===== config.mk =====
export PLATFORM = sky130hd
export DESIGN_NAME = ext_bus_strobes
export DESIGN_NICKNAME = d
export VERILOG_FILES = /design/src/ext_bus_pkg.sv /design/src/reset_pin_ctl.sv /design/src/ext_bus_strobes.sv
export VERILOG_INCLUDE_DIRS = /design/src
export SDC_FILE = /design/constraint.sdc
export NUM_CORES = 1
export LEC_CHECK = 0
export ABC_AREA = 1
export BUFFER_PORTS_ARGS = -buffer_cell sky130_fd_sc_hd__clkbuf_2
export CAP_MARGIN = 10
export CORE_MARGIN = 3
export CORE_UTILIZATION = 35
export CTS_BUF_LIST = sky130_fd_sc_hd__clkbuf_8
export DETAILED_ROUTE_END_ITERATION = 8
export PLACE_DENSITY_LB_ADDON = 0.05
export SETUP_SLACK_MARGIN = 0.15
export SYNTH_ARGS = -nofsm -noshare
export SYNTH_HDL_FRONTEND = slang
export SYNTH_HIERARCHICAL = 1
export SYNTH_SLANG_ARGS = --single-unit

===== constraint.sdc =====
create_clock -name sys_clk_i -period 1 [get_ports sys_clk_i]
set_input_delay 0.1 -clock sys_clk_i [delete_from_list [all_inputs] [get_ports sys_clk_i]]
set_output_delay 0.1 -clock sys_clk_i [all_outputs]
set_load 0.05 [all_outputs]

===== src/ext_bus_defs.svh =====
`ifndef EXT_BUS_DEFS_SVH
`define EXT_BUS_DEFS_SVH

// ----------------------------------------
// machine cycle timing, in oscillator ticks
// ----------------------------------------
`define CYC_STD_LEN 4'hc
`define CYC_DBL_LEN 4'h6
// strobe pulse positions, standard mode phase
`define LATCH_A_PH 4'h0
`define LATCH_B_PH 4'h6
`define FETCH_A_PH 4'h2
`define FETCH_B_PH 4'h8
`define STROBE_W 4'h2
// ----------------------------------------
// reset pin timing
// ----------------------------------------
`define RST_MC_CYCLES 2
`define WDOG_RST_TICKS 8'h60
// latch strobe disable bit position in the aux control value
`define AUX_LATCH_OFF_BIT 0

`endif


===== src/ext_bus_pkg.sv =====
package ext_bus_pkg;
    // kind of the current machine cycle on the bus
    typedef enum logic [1:0] {
        CYC_INT_FETCH = 2'b00,
        CYC_EXT_FETCH = 2'b01,
        CYC_DATA_RD = 2'b10,
        CYC_DATA_WR = 2'b11
    } cyc_kind_t;
endpackage


===== src/reset_pin_ctl.sv =====
`timescale 1ns/1ns
`include "ext_bus_defs.svh"

// ----------------------------------------
// reset pin: input filter and watchdog drive
// ----------------------------------------
module reset_pin_ctl (
    input wire logic sys_clk_i,
    input wire logic nrst_core_i,
    input wire logic mc_tick_i,
    input wire logic rst_pin_i,
    input wire logic wdog_rst_i,
    output logic rst_req_o,
    output logic rst_pin_o,
    output logic rst_pin_oe_o
);
    typedef struct packed {
        logic [1:0] high_mc;   // machine cycles seen high
        logic drive;           // pin driven, kept as a flop for the output
        logic [7:0] drive_cnt; // ticks left driving pin
        logic req;
    } rpin_t;

    rpin_t st;
    rpin_t next_st;

    // count machine cycles with the pin high
    always_comb begin
        next_st = st;
        next_st.req = 1'b0;
        if (st.drive_cnt != 8'h00) begin
            // own drive reads back high, do not count it twice
            next_st.drive_cnt = st.drive_cnt - 8'h01;
        end else if (wdog_rst_i) begin
            next_st.drive_cnt = `WDOG_RST_TICKS;
        end else if (!rst_pin_i) begin
            next_st.high_mc = 2'h0;
        end else if (mc_tick_i) begin
            if (st.high_mc == 2'(`RST_MC_CYCLES - 1)) begin
                next_st.req = 1'b1;
                next_st.high_mc = 2'h0;
            end else begin
                next_st.high_mc = st.high_mc + 2'h1;
            end
        end
        // registered drive flag so the pin outputs leave a flop directly
        next_st.drive = next_st.drive_cnt != 8'h00;
        if (st.drive_cnt != 8'h00 || wdog_rst_i) begin
            next_st.req = 1'b1;
        end
    end

    always_ff @(posedge sys_clk_i or negedge nrst_core_i) begin
        if (!nrst_core_i) begin
            st <= '0;
        end else begin
            st <= next_st;
        end
    end

    assign rst_req_o = st.req;
    assign rst_pin_o = st.drive;
    assign rst_pin_oe_o = st.drive;
endmodule


===== src/ext_bus_strobes.sv =====
`timescale 1ns/1ns
`include "ext_bus_defs.svh"

module ext_bus_strobes (
    input wire logic sys_clk_i,
    input wire logic nrst_i,
    input wire logic double_speed_mode_i,
    input wire logic [7:0] aux_control_reg_i,
    input wire logic external_code_select_i,
    input wire logic security_lvl1_i,
    input wire logic code_in_internal_i,
    input wire ext_bus_pkg::cyc_kind_t data_req_i,
    input wire logic rst_pin_i,
    input wire logic wdog_rst_i,
    output logic addr_latch_o,
    output logic program_fetch_strobe_n_o,
    output logic data_wr_n_o,
    output logic data_rd_n_o,
    output logic mc_tick_o,
    output logic ext_fetch_o,
    output logic rst_req_o,
    output logic rst_pin_o,
    output logic rst_pin_oe_o
);
    import ext_bus_pkg::*;

    // ----------------------------------------
    // reset release
    // ----------------------------------------
    logic [1:0] rst_sync; // two-stage release
    logic rst_n;          // synchronised reset

    // release reset cleanly to avoid a split first cycle
    always_ff @(posedge sys_clk_i or negedge nrst_i) begin
        if (!nrst_i) begin
            rst_sync <= 2'b00;
        end else begin
            rst_sync <= {rst_sync[0], 1'b1};
        end
    end
    assign rst_n = rst_sync[1];

    // ----------------------------------------
    // state
    // ----------------------------------------
    typedef struct packed {
        logic [3:0] phase;     // osc tick in machine cycle
        cyc_kind_t kind;       // kind of current cycle
        logic sel_held;        // captured select level
        logic sel_caught;      // capture done after reset
        logic ale;
        logic fetch_n;
        logic wr_n;
        logic rd_n;
        logic tick;
        logic ext;
    } bus_t;

    bus_t st;      // registered state
    bus_t next_st; // next state

    logic [3:0] last_ph;  // final phase of a cycle
    logic [3:0] ph_std;   // phase in standard units
    logic use_sel;        // select value in force
    logic go_ext;         // code fetched externally
    logic latch_off;      // aux disable bit

    // ----------------------------------------
    // strobe generation
    // ----------------------------------------
    // double speed halves the cycle, so phases scale by two
    always_comb begin
        next_st = st;
        last_ph = double_speed_mode_i ? (`CYC_DBL_LEN - 4'h1) : (`CYC_STD_LEN - 4'h1);
        ph_std = double_speed_mode_i ? {st.phase[2:0], 1'b0} : st.phase;
        latch_off = aux_control_reg_i[`AUX_LATCH_OFF_BIT];
        // level 1 uses the captured level, else the live pin
        use_sel = security_lvl1_i ? st.sel_held : external_code_select_i;
        // select low means all code comes from outside
        go_ext = !use_sel || !code_in_internal_i;
        // catch the select pin once after reset release
        if (!st.sel_caught) begin
            next_st.sel_held = external_code_select_i;
            next_st.sel_caught = 1'b1;
        end
        // advance machine cycle, sample the next cycle kind
        next_st.tick = 1'b0;
        if (st.phase >= last_ph) begin
            next_st.phase = 4'h0;
            next_st.tick = 1'b1;
            // decision only moves with the cycle kind, so it never disagrees with the strobes
            next_st.ext = go_ext;
            if (data_req_i == CYC_DATA_RD || data_req_i == CYC_DATA_WR) begin
                next_st.kind = data_req_i;
            end else begin
                next_st.kind = go_ext ? CYC_EXT_FETCH : CYC_INT_FETCH;
            end
        end else begin
            next_st.phase = st.phase + 4'h1;
        end
        // latch strobe: two pulses per fetch cycle unless silenced, one per data cycle
        next_st.ale = 1'b0;
        if (ph_std < `STROBE_W) begin
            // first pulse latches low address of any access but a silenced internal fetch
            unique case (st.kind)
                CYC_INT_FETCH: next_st.ale = !latch_off;
                CYC_EXT_FETCH, CYC_DATA_RD, CYC_DATA_WR: next_st.ale = 1'b1;
            endcase
        end else if (ph_std >= `LATCH_B_PH && ph_std < `LATCH_B_PH + `STROBE_W) begin
            unique case (st.kind)
                CYC_INT_FETCH: next_st.ale = !latch_off;
                CYC_EXT_FETCH: next_st.ale = 1'b1;
                CYC_DATA_RD, CYC_DATA_WR: next_st.ale = 1'b0;
            endcase
        end
        // fetch strobe: low twice per external fetch cycle
        next_st.fetch_n = 1'b1;
        if ((ph_std >= `FETCH_A_PH && ph_std < `FETCH_A_PH + `STROBE_W) ||
            (ph_std >= `FETCH_B_PH && ph_std < `FETCH_B_PH + `STROBE_W)) begin
            // data cycles skip both, internal fetch never strobes
            next_st.fetch_n = !(st.kind == CYC_EXT_FETCH);
        end
        // data strobes span the middle of a data cycle
        next_st.wr_n = 1'b1;
        next_st.rd_n = 1'b1;
        if (ph_std >= `FETCH_A_PH && ph_std < `FETCH_B_PH + `STROBE_W) begin
            next_st.wr_n = !(st.kind == CYC_DATA_WR);
            next_st.rd_n = !(st.kind == CYC_DATA_RD);
        end
    end

    // register the whole state
    always_ff @(posedge sys_clk_i or negedge rst_n) begin
        if (!rst_n) begin
            st <= '{phase: 4'h0, kind: CYC_INT_FETCH, sel_held: 1'b1,
                    sel_caught: 1'b0, ale: 1'b0, fetch_n: 1'b1, wr_n: 1'b1,
                    rd_n: 1'b1, tick: 1'b0, ext: 1'b0};
        end else begin
            st <= next_st;
        end
    end

    assign addr_latch_o = st.ale;
    assign program_fetch_strobe_n_o = st.fetch_n;
    assign data_wr_n_o = st.wr_n;
    assign data_rd_n_o = st.rd_n;
    assign mc_tick_o = st.tick;
    assign ext_fetch_o = st.ext;

    // ----------------------------------------
    // reset pin handling
    // ----------------------------------------
    // reset pin logic shares the released core reset, no split first cycle
    reset_pin_ctl u_rpin (
        .sys_clk_i(sys_clk_i),
        .nrst_core_i(rst_n),
        .mc_tick_i(st.tick),
        .rst_pin_i(rst_pin_i),
        .wdog_rst_i(wdog_rst_i),
        .rst_req_o(rst_req_o),
        .rst_pin_o(rst_pin_o),
        .rst_pin_oe_o(rst_pin_oe_o)
    );
endmodule


==> impl_metrics.yaml, run 1 <==
power_and_ir_drop:
  finalPower_w: 0.00484
  worst_vdd_ir_mv: 1.40
  leakage_power_total_nw: 1.23
  power-per-cell-area_mw_per_mm2: 2020
die:
  initial_core_util_pct: 37.5
  core_region_area_sq_mm: 0.00412
  fp.dieArea_sq_mm: 0.00524
  die_width_um: 72.4
  floorplan.die.height_um: 72.4
  floorplan.rows: 23
  design.portCount: 27
timing:
  timing.clock.skew_ns: 0.00640
  setup_ws_ns: -0.448
  grt_setup_unrepaired: "yes"
  timing.setup.tns_ns: -6.56
  setup_viol: 27
  finalHoldViolCount: 0
  timing.fmax_ghz: 0.691
  layout_worst_path_cycle_share_pct: 145
  slew_viol_final: 0
  period_minus_slack_ns: 1.45
global_route:
  remaining_overflow_grt: 0
  grt_pass1_vias: 1379
  antenna_found_initial: 0
  grt_pass1_wl_um: 6080
  grt_max_degree: 25
  grtUsageTotal_pct: 14.6
route:
  routed_wirelength_um: 3480
  vias: 1372
  first_pass_iters: 4
  number_of_drc_violations_after_detailed_routing: 0
  antenna_left: 0
  drt_iter0_drc: 84
  avgRoutedWirePerCell_um: 11.6
  detail_route.vias_per_cell: 4.59
synthesis:
  synth.cell_area_sq_mm: 0.00154
  synth_warnings: 6
  synthCells: 184
  synth_seq_cells: 28
  sequential_element_share_of_the_synthesized_area_pct: 45.8
  synth.lib_cells_used.distinct: 30
  post_synth.cell_area_avg_sq_um: 8.38
clock_network:
  ctsLongestPathBuffers: 2
  clock_tree.htree_level_count: 1
  cts_tree: "yes"
  cts_made_buffers: 3
  cts.reportedPaths.clkPinSlew_ns: 0.10
  clock-sinks: 28
  worst_skew_pair.late_latency_ns: 0.27
  ctsRootBufferMaster: "sky130_fd_sc_hd__clkbuf_8"
worst_setup_path:
  nature_of_the_critical_path_startpoint: "flip-flop"
  worstRegToRegCells: 10
  critPathCaptureType: "flip-flop"
  cp_data_arrival_time_ns: 1.61
  rr_endpoint: "u_rpin/rst_pin_o$_DFF_PN0_"
  critical_path_required_ns: 1.16
  worstPathMaxFanout: 7
  rr_startpoint: "u_rpin/st[1]$_DFF_PN0_"
  worst-setup-path-type: "flip-flop to flip-flop"
  worst-r2r-setup-slack_ns: -0.45
final_layout:
  multiInputGateArea_sq_um: 903
  layout_cell_share_with_drive_strength_beyond_1_pct: 51.8
  layout.cells.most_common: "sky130_fd_sc_hd__nand2_1"
  layout_common_cells: "sky130_fd_sc_hd__nand2_1, sky130_fd_sc_hd__buf_4, sky130_fd_sc_hd__dfrtp_1"
  num-fill-cells: 365
  register_area_sq_um: 707
  area.growth.synth_to_final_pct: 55.7
  final_core_util_pct: 58.3
  layout.cells.non_filler: 299
  postLayoutCellArea_sq_mm: 0.00240
  insertedDiodeCount: 0
  design.final.nets: 274
placed_design:
  buffer_ports.inserted: 19
  dp_hpwl_um: 2490
  placed_area_sq_mm: 0.00195
  dp_cells: 278
  place.gp.congestion: 0.769
outcome:
  run_status: "complete, but fails checks"
  failing_checks: "negative setup slack"
worst_hold_path:
  worst_hold_startpoint: "data_req_i[1]"
  holdPathStages: 3
  holdCritPathClass: "primary input to flip-flop"
  worst_hold_path.endpoint: "st[9]$_DFFE_PN0N_"
job:
  maxCapViolCount: 0
-- cells in the mapped netlist (all sizes together) --
library cell | n | share of area (%)
dfstp | 4 | 6.8
conb | 1 | 0.24
dfrtp | 24 | 39
xnor2 | 1 | 0.57
xor2 | 2 | 1.1
o21ai | 7 | 2.5
clkinv | 1 | 0.24
or2 | 1 | 0.41
mux2 | 1 | 0.73
nand2 | 53 | 16
nand4 | 3 | 1.2
nor2 | 27 | 9.7
a21oi | 4 | 1.5
o31ai | 1 | 0.49
nor3 | 1 | 0.32
o21a | 2 | 0.97
ha | 6 | 4.9
inv | 29 | 7.1
buf | 1 | 0.49
nand3 | 15 | 5.7
-- worst max-delay path: stages (launching register included) --
cell and delay [ns]:
sky130_fd_sc_hd__dfrtp_1 0.37, sky130_fd_sc_hd__inv_2 0.06, sky130_fd_sc_hd__ha_4 0.16, sky130_fd_sc_hd__nand3_4 0.11, sky130_fd_sc_hd__inv_2 0.05, sky130_fd_sc_hd__nand2_4 0.11, sky130_fd_sc_hd__nor2_1 0.06, sky130_fd_sc_hd__nor2_1 0.14
sky130_fd_sc_hd__nand2_1 0.09, sky130_fd_sc_hd__nor2_2 0.10, sky130_fd_sc_hd__nand3_1 0.07
-- power by group --
| part | switching [W] | internal, W | leakage (nW) | total, W |
|---|---|---|---|---|
| logic | 0.00136 | 0.00113 | 0.883 | 0.00249 |
| registers | 0.000235 | 0.00141 | 0.319 | 0.00164 |
| clock network | 0.000356 | 0.000352 | 0.0288 | 0.000708 |
| total | 0.00195 | 0.00289 | 1.23 | 0.00484 |
-- worst max path at each step --
stage	from	to	slack (ns)	cells past startpoint
2_1_floorplan	u_rpin/st[1]$_DFF_PN0_	u_rpin/rst_pin_o$_DFF_PN0_	-0.33	10
3_3_place_gp	u_rpin/st[2]$_DFF_PN0_	u_rpin/rst_pin_o$_DFF_PN0_	-0.44	9
3_5_place_dp	u_rpin/st[2]$_DFF_PN0_	u_rpin/rst_pin_o$_DFF_PN0_	-0.45	9
4_1_cts	u_rpin/st[2]$_DFF_PN0_	u_rpin/rst_pin_o$_DFF_PN0_	-0.43	9
5_1_grt	u_rpin/st[2]$_DFF_PN0_	u_rpin/rst_pin_o$_DFF_PN0_	-0.54	10
6_report	u_rpin/st[1]$_DFF_PN0_	u_rpin/rst_pin_o$_DFF_PN0_	-0.45	10
-- per-layer routing --
layer	wire length, um	track usage, %
met1	1600	19.3
met2	1740	25.3
met3	119	2.08
met4	19	3.13
met5	0	0
-- logic make-up (layout without fill, tap and decap cells) --
logic type / count (synthesis) / after routing / synth area share [%]
adders and majority gates: 6 / 6 / 4.87
buffers and inverters: 31 / 94 / 7.79
muxes: 1 / 1 / 0.730
AOI/OAI and AO/OA: 14 / 14 / 5.52
other: 1 / 2 / 0.243
and+or+nand+nor: 100 / 101 / 33.4
xor gates and xnor gates: 3 / 3 / 1.70
DFF: 28 / 28 / 45.8
-- through the flow --
stage                     setup WS, ns  hold WS [ns]
after floorplan                 -0.330        -0.196
after global routing            -0.537        0.0756
after detailed placement        -0.454        -0.112
final                           -0.448        0.0726
after CTS                       -0.428        0.0700
after global placement          -0.437        -0.113
-- state kept, by name, summed over array words and instances (netlist names) --
signal,cells
st,8
data_wr_n_o,1
addr_latch_o,1
rst_sync,2
u_rpin/rst_req_o,1
mc_tick_o,1
u_rpin/st,10
u_rpin/rst_pin_o,1
data_rd_n_o,1
program_fetch_strobe_n_o,1
ext_fetch_o,1
-- timing repair --
item | CTS | global route
endpoints found under the hold margin | 2 | 0
pin swaps | 22 | 5
buffers inserted | 7 | 8
cloned | 1 | 0
endpoints found under the setup margin | 33 | 33
hold buffers | 1 | 0
gates resized for setup | 48 | 27
-- final cells by class --
type                    count  share of cell area [%]
clock buffers               4                    2.29
flip-flops and latches     28                    29.5
repair buffers             60                    23.2
well taps                  50                    2.61
inverters                  30                    4.80
multi-input cells         127                    37.6
No activity file was read; power rests on OpenSTA's default activity.
==> run 2, diff against run 1 <==
Settings changed: PLACE_DENSITY_LB_ADDON 0.05 to 0.15.
==> run 2 against run 1 <==
  * The flow still finishes with violations (negative setup slack)
  * Count of clock-buffer cells in the layout fell by 1
  * Critical path depth fell by 1
  * Final cell count fell by 0.67%
  * Die area did not move
  * Sequential power barely moved
  * First-iteration DRC count fell by 42%
  * Power rose by 7.3%
  * Sequential share of layout area fell by 0.80 points
  * Fmax rose by 0.41%
  * Clock skew fell by 0.0037 ns
  * Critical path type unchanged
  * Critical endpoint is now u_rpin/st[10]$_DFFE_PN0P_
  * Largest cell class unchanged
==> impl_metrics.yaml, run 2 (synthesis gave the netlist of run 1 again) <==
final_layout:
  design.final.nets: 272
  layout_cell_share_with_drive_strength_beyond_1_pct: 56.7
  layout.cells.most_common: "sky130_fd_sc_hd__nand2_1"
  insertedDiodeCount: 0
  reg.largest.list: "u_rpin/st x10, st x8, rst_sync x2"
  area.growth.synth_to_final_pct: 60.3
  postLayoutCellArea_sq_mm: 0.00247
  num-fill-cells: 342
  multiInputGateArea_sq_um: 970
  register_area_sq_um: 708
  layout_common_cells: "sky130_fd_sc_hd__nand2_1, sky130_fd_sc_hd__buf_4, sky130_fd_sc_hd__dfrtp_1"
  max_flop_register: "u_rpin/st"
  largest_reg_flops: 10
global_route:
  grtUsageTotal_pct: 13.8
  remaining_overflow_grt: 0
  grt_pass1_vias: 1373
  grt_max_degree: 19
  grt_pass1_wl_um: 5800
  antenna_found_initial: 0
worst_setup_path:
  worst-setup-path-type: "flip-flop to flip-flop"
  worstPathMaxFanout: 7
  nature_of_the_critical_path_startpoint: "flip-flop"
  critPathCaptureType: "flip-flop"
  critical_path_required_ns: 1.22
  cp_data_arrival_time_ns: 1.66
timing:
  hold-worst-slack_ns: 0.0613
  timing.clock.skew_ns: 0.00269
  layout_worst_path_cycle_share_pct: 144
  slew_viol_final: 0
  finalHoldViolCount: 0
  timing.fmax_ghz: 0.694
  setup_viol: 27
  period_minus_slack_ns: 1.44
  setup_ws_ns: -0.442
  grt_setup_unrepaired: "yes"
worst_hold_path:
  holdCritPathClass: "primary input to flip-flop"
clock_network:
  ctsLongestPathBuffers: 2
  ctsRootBufferMaster: "sky130_fd_sc_hd__clkbuf_8"
  clock_tree.htree_level_count: 1
  cts_tree: "yes"
  cts.reportedPaths.clkPinSlew_ns: 0.09
  worst_skew_pair.late_latency_ns: 0.27
  clock-sinks: 28
  cts_made_buffers: 3
placed_design:
  placed_area_sq_mm: 0.00193
  place.gp.congestion: 0.853
  buffer_ports.inserted: 19
  dp_hpwl_um: 2350
die:
  floorplan.rows: 23
  core_region_area_sq_mm: 0.00412
  design.portCount: 27
  initial_core_util_pct: 37.5
  die_width_um: 72.4
  fp.dieArea_sq_mm: 0.00524
  floorplan.die.height_um: 72.4
route:
  vias: 1348
  routed_wirelength_um: 3390
  first_pass_iters: 4
  drt_iter0_drc: 49
  number_of_drc_violations_after_detailed_routing: 0
  antenna_left: 0
  detail_route.vias_per_cell: 4.54
  avgRoutedWirePerCell_um: 11.4
power_and_ir_drop:
  leakage_power_total_nw: 1.25
  worst_vdd_ir_mv: 1.52
  power-per-cell-area_mw_per_mm2: 2100
job:
  maxCapViolCount: 0
outcome:
  failing_checks: "negative setup slack"
  run_status: "complete, but fails checks"
[run 2: layout make-up]
cell class	instances	area share, %
inverter	30	4.86
multi-input combinational	127	39.2
tap	50	2.53
clock buffer	3	1.67
timing repair buffer	58	21.8
clock inverter	1	1.22
sequential	28	28.7
[run 2: metal layers]
| layer | track usage (%) | share of wire (%) |
|---|---|---|
| met5 | 0 | 0 |
| met4 | 3.13 | 0.71 |
| met3 | 3.32 | 4.1 |
| met2 | 24.8 | 51 |
| met1 | 16.7 | 44 |
[run 2: timing repair]
item | CTS | global route
gates cloned | 1 | 0
buffers inserted | 11 | 3
hold endpoints to repair | 2 | 0
pin swaps | 20 | 25
hold buffers | 1 | 0
resized for setup | 47 | 47
setup endpoints to repair | 33 | 33
[run 2: where the power goes]
group          internal [W]  switching (W)  leakage [nW]
logic               0.00123        0.00145         0.892
registers           0.00141       0.000227         0.319
clock network      0.000536       0.000345        0.0357
[run 2: critical path, cell delays in order, from the launching register on]
cell	delay, ns
sky130_fd_sc_hd__dfrtp_1	0.40
sky130_fd_sc_hd__inv_2	0.08
sky130_fd_sc_hd__ha_4	0.14
sky130_fd_sc_hd__nand3_4	0.10
sky130_fd_sc_hd__inv_2	0.08
sky130_fd_sc_hd__nand2_4	0.10
sky130_fd_sc_hd__buf_6	0.14
sky130_fd_sc_hd__nor2_4	0.10
sky130_fd_sc_hd__o21a_1	0.13
sky130_fd_sc_hd__o21a_1	0.11
[run 2: path summary, 6_finish.rpt]
kind	from	endpoint	slack, ns	cells after the start
worst max-delay path	u_rpin/st[1]$_DFF_PN0_	u_rpin/st[10]$_DFFE_PN0P_	-0.44	9
worst min-delay path	data_req_i[1]	st[9]$_DFFE_PN0N_	0.06	3
worst max register to register	u_rpin/st[1]$_DFF_PN0_	u_rpin/st[10]$_DFFE_PN0P_	-0.44	9
worst min register to register	rst_sync[1]$_DFF_PN0_	ext_fetch_o$_DFFE_PN0N_	0.17	1
max in group asynchronous	rst_sync[1]$_DFF_PN0_	data_wr_n_o$_DFF_PN1_	0.51	1
min in group asynchronous	nrst_i	rst_sync[1]$_DFF_PN0_	0.12	2
[run 2: metrics by stage]
| step | setup WS (ns) | util (%) | instances | TNS, ns | total power [W] |
|---|---|---|---|---|---|
| 2_1_floorplan | -0.330 | - | 185 | -3.30 | 0.00284 |
| 3_3_place_gp | -0.479 | 46.8 | 277 | -4.50 | 0.00324 |
| 3_5_place_dp | -0.490 | 46.8 | 277 | -4.98 | 0.00329 |
| 4_1_cts | -0.441 | 55.6 | 294 | -5.70 | 0.00463 |
| 5_1_grt | -0.529 | 60.0 | 297 | -8.02 | 0.00553 |
| 6_report | -0.442 | 60.0 | 297 | -6.08 | 0.00520 |
==> run 3, diff against run 2 <==
Settings changed: SYNTH_HIERARCHICAL 1 to unset.
==> run 3 against run 2 <==
  * The run still ends with negative setup slack left
  * Sequential power barely moved
  * Non-clock buffer count rose by 4
  * Largest power group unchanged
  * Die area fell by 7.2%
  * Via count fell by 1.6%
  * Critical path depth rose by 2
==> impl_metrics.yaml, run 3 <==
clock_network:
  worst_skew_pair.late_latency_ns: 0.28
  cts_made_buffers: 3
  cts.reportedPaths.clkPinSlew_ns: 0.10
  cts_tree: "yes"
  ctsLongestPathBuffers: 2
  ctsRootBufferMaster: "sky130_fd_sc_hd__clkbuf_8"
  clock_tree.htree_level_count: 1
  clock-sinks: 28
timing:
  hold-worst-slack_ns: 0.00664
  setup_ws_ns: -0.409
  slew_viol_final: 0
  layout_worst_path_cycle_share_pct: 141
  finalHoldViolCount: 0
  period_minus_slack_ns: 1.41
  timing.clock.skew_ns: 0.00329
  timing.setup.tns_ns: -7.40
  setup_viol: 27
  timing.fmax_ghz: 0.710
  grt_setup_unrepaired: "yes"
synthesis:
  synth_largest_area_cell: "sky130_fd_sc_hd__dfrtp_1"
  synth-edff-count: 0
  synth.lib_cells_used.distinct: 26
  commonest_register_cell_after_synthesis: "sky130_fd_sc_hd__dfrtp_1"
  sequential_element_share_of_the_synthesized_area_pct: 49.7
  synthArstFlopShare_pct: 100
  synth_top_cell_area_share_pct: 42.3
  synth_warnings: 0
  ys_top_cells_by_area: "sky130_fd_sc_hd__dfrtp_1, sky130_fd_sc_hd__nand2_1, sky130_fd_sc_hd__dfstp_2"
  yosys.cell_count.top_type: "sky130_fd_sc_hd__nand2_1"
  post_synth.cell_area_avg_sq_um: 8.26
  synth_common_cells: "sky130_fd_sc_hd__nand2_1, sky130_fd_sc_hd__inv_1, sky130_fd_sc_hd__dfrtp_1"
  synthCells: 172
  synth.cell_area_sq_mm: 0.00142
  synth_seq_cells: 28
final_layout:
  design.final.nets: 263
  layout_cell_share_with_drive_strength_beyond_1_pct: 58.0
  layout.cells.most_common: "sky130_fd_sc_hd__buf_4"
  insertedDiodeCount: 0
  layout_common_cells: "sky130_fd_sc_hd__buf_4, sky130_fd_sc_hd__nand2_1, sky130_fd_sc_hd__dfrtp_1"
  max_flop_register: "u_rpin.st"
  largest_reg_flops: 10
  area.growth.synth_to_final_pct: 70.2
  layout.cells.non_filler: 286
  reg.largest.list: "u_rpin.st x10, st x8, rst_sync x2"
worst_setup_path:
  worstRegToRegCells: 11
  worst-setup-path-type: "flip-flop to flip-flop"
  rr_endpoint: "u_rpin.rst_pin_o$_DFF_PN0_"
  critical_path.slowest_cell: "sky130_fd_sc_hd__dfrtp_1"
  critPathTopFamily: "simple AND/OR/NAND/NOR gates"
  critical_path_required_ns: 1.22
  worst-r2r-setup-slack_ns: -0.41
  rr_startpoint: "u_rpin.st[2]$_DFF_PN0_"
  cp_slowest_stage_delay_ns: 0.39
  cp_data_arrival_time_ns: 1.63
  worstPathMaxFanout: 4
  crit_path_cell_trace: "inv_2 -> ha_4 -> inv_2 -> nor3_4 -> buf_4 -> nand3_2 -> nand2_2 -> nor2_2 -> nand2_1 -> nor2_1 -> nand2_1"
  critPathCaptureType: "flip-flop"
  nature_of_the_critical_path_startpoint: "flip-flop"
  origin_of_the_worst_setup_path: "u_rpin.st[2]$_DFF_PN0_"
  worstPathBufferInverterCount: 3
die:
  initial_core_util_pct: 37.4
  core_region_area_sq_mm: 0.00380
  floorplan.rows: 22
  die_width_um: 69.7
  fp.dieArea_sq_mm: 0.00486
  floorplan.die.height_um: 69.7
  design.portCount: 27
route:
  routed_wirelength_um: 3660
  antenna_left: 0
  detail_route.vias_per_cell: 4.64
  vias: 1327
  drt_iter0_drc: 40
  number_of_drc_violations_after_detailed_routing: 0
  first_pass_iters: 4
  avgRoutedWirePerCell_um: 12.8
outcome:
  failing_checks: "negative setup slack"
  run_status: "complete, but fails checks"
global_route:
  grt_pass1_wl_um: 6110
  grt_pass1_vias: 1359
  antenna_found_initial: 0
  remaining_overflow_grt: 0
  grtUsageTotal_pct: 15.6
  grt_max_degree: 27
power_and_ir_drop:
  worst_vdd_ir_mv: 1.49
  leakage_power_total_nw: 1.17
  power-per-cell-area_mw_per_mm2: 2270
job:
  maxCapViolCount: 0
worst_hold_path:
  worst_hold_path.endpoint: "st[7]$_DFFE_PN1N_"
  worst_hold_startpoint: "external_code_select_i"
  holdCritPathClass: "primary input to flip-flop"
  holdPathStages: 3
placed_design:
  place.gp.congestion: 0.831
  dp_cells: 265
  dp_hpwl_um: 2300
  buffer_ports.inserted: 19
==> run 3: worst register-to-register path, stage by stage, from the launching register on <==
cell,delay (ns)
sky130_fd_sc_hd__dfrtp_1,0.39
sky130_fd_sc_hd__inv_2,0.11
sky130_fd_sc_hd__ha_4,0.17
sky130_fd_sc_hd__inv_2,0.04
sky130_fd_sc_hd__nor3_4,0.13
sky130_fd_sc_hd__buf_4,0.15
sky130_fd_sc_hd__nand3_2,0.09
sky130_fd_sc_hd__nand2_2,0.09
sky130_fd_sc_hd__nor2_2,0.04
sky130_fd_sc_hd__nand2_1,0.05
sky130_fd_sc_hd__nor2_1,0.04
sky130_fd_sc_hd__nand2_1,0.05
==> run 3: cell families (layout without fill, tap and decap cells) <==
| group | Yosys count | count (layout) | synth area share, % |
|---|---|---|---|
| AO/OA/AOI/OAI | 21 | 22 | 8.28 |
| XOR/XNOR | 4 | 4 | 2.47 |
| adder cells (fa/ha/maj) | 6 | 6 | 5.29 |
| buffers and inverters | 31 | 95 | 8.55 |
| flip-flops | 28 | 28 | 49.7 |
| other | 1 | 2 | 0.264 |
| AND/OR/NAND/NOR | 81 | 81 | 25.5 |
==> run 3: stage by stage <==
step	total power [W]	setup WS (ns)	util (%)	area, sq um
final	0.00548	-0.409	63.6	2420
after global routing	0.00577	-0.513	63.6	2420
after CTS	0.00514	-0.381	60.1	2280
after detailed placement	0.00306	-0.614	47.9	1820
after global placement	0.00300	-0.510	47.9	1820
after floorplan	0.00259	-0.273	-	1460
==> run 3: layer usage <==
metal	wire length, um	GRT usage (%)	vias up
li1	-	-	664
met1	1460	17.2	633
met2	2020	29.7	22
met3	97	2.46	8
met4	77	5.96	0
met5	0	0	-
==> run 3: what timing repair did <==
item | CTS | global route
cloned | 1 | 0
gates resized for setup | 66 | 28
pin swaps | 11 | 20
hold endpoints to repair | 2 | 0
setup buffers | 9 | 6
endpoints found under the setup margin | 33 | 33
hold buffers | 1 | 0
==> run 3: how the worst max path moves through the flow <==
stage                                 endpoint  slack (ns)  cells past startpoint
floorplan                    st[8]$_DFFE_PN0N_       -0.27                      6
CTS                 u_rpin.rst_pin_o$_DFF_PN0_       -0.38                      9
global placement       ext_fetch_o$_DFFE_PN0N_       -0.51                      4
global route        u_rpin.rst_pin_o$_DFF_PN0_       -0.51                      9
detailed placement     ext_fetch_o$_DFFE_PN0N_       -0.61                      5
finish              u_rpin.rst_pin_o$_DFF_PN0_       -0.41                     11
==> run 3: where the power goes <==
part           switching (W)  internal, W
clock network       0.000382     0.000537
logic                0.00149      0.00148
registers           0.000205      0.00140
==> run 3: cell type report <==
cell class	instances	area, sq um
sequential	28	709
clock inverter	1	30.0
inverter	29	116
clock buffer	3	41.3
tap	48	60.1
timing repair buffer	62	587
fill	323	1380
multi-input combinational	115	873
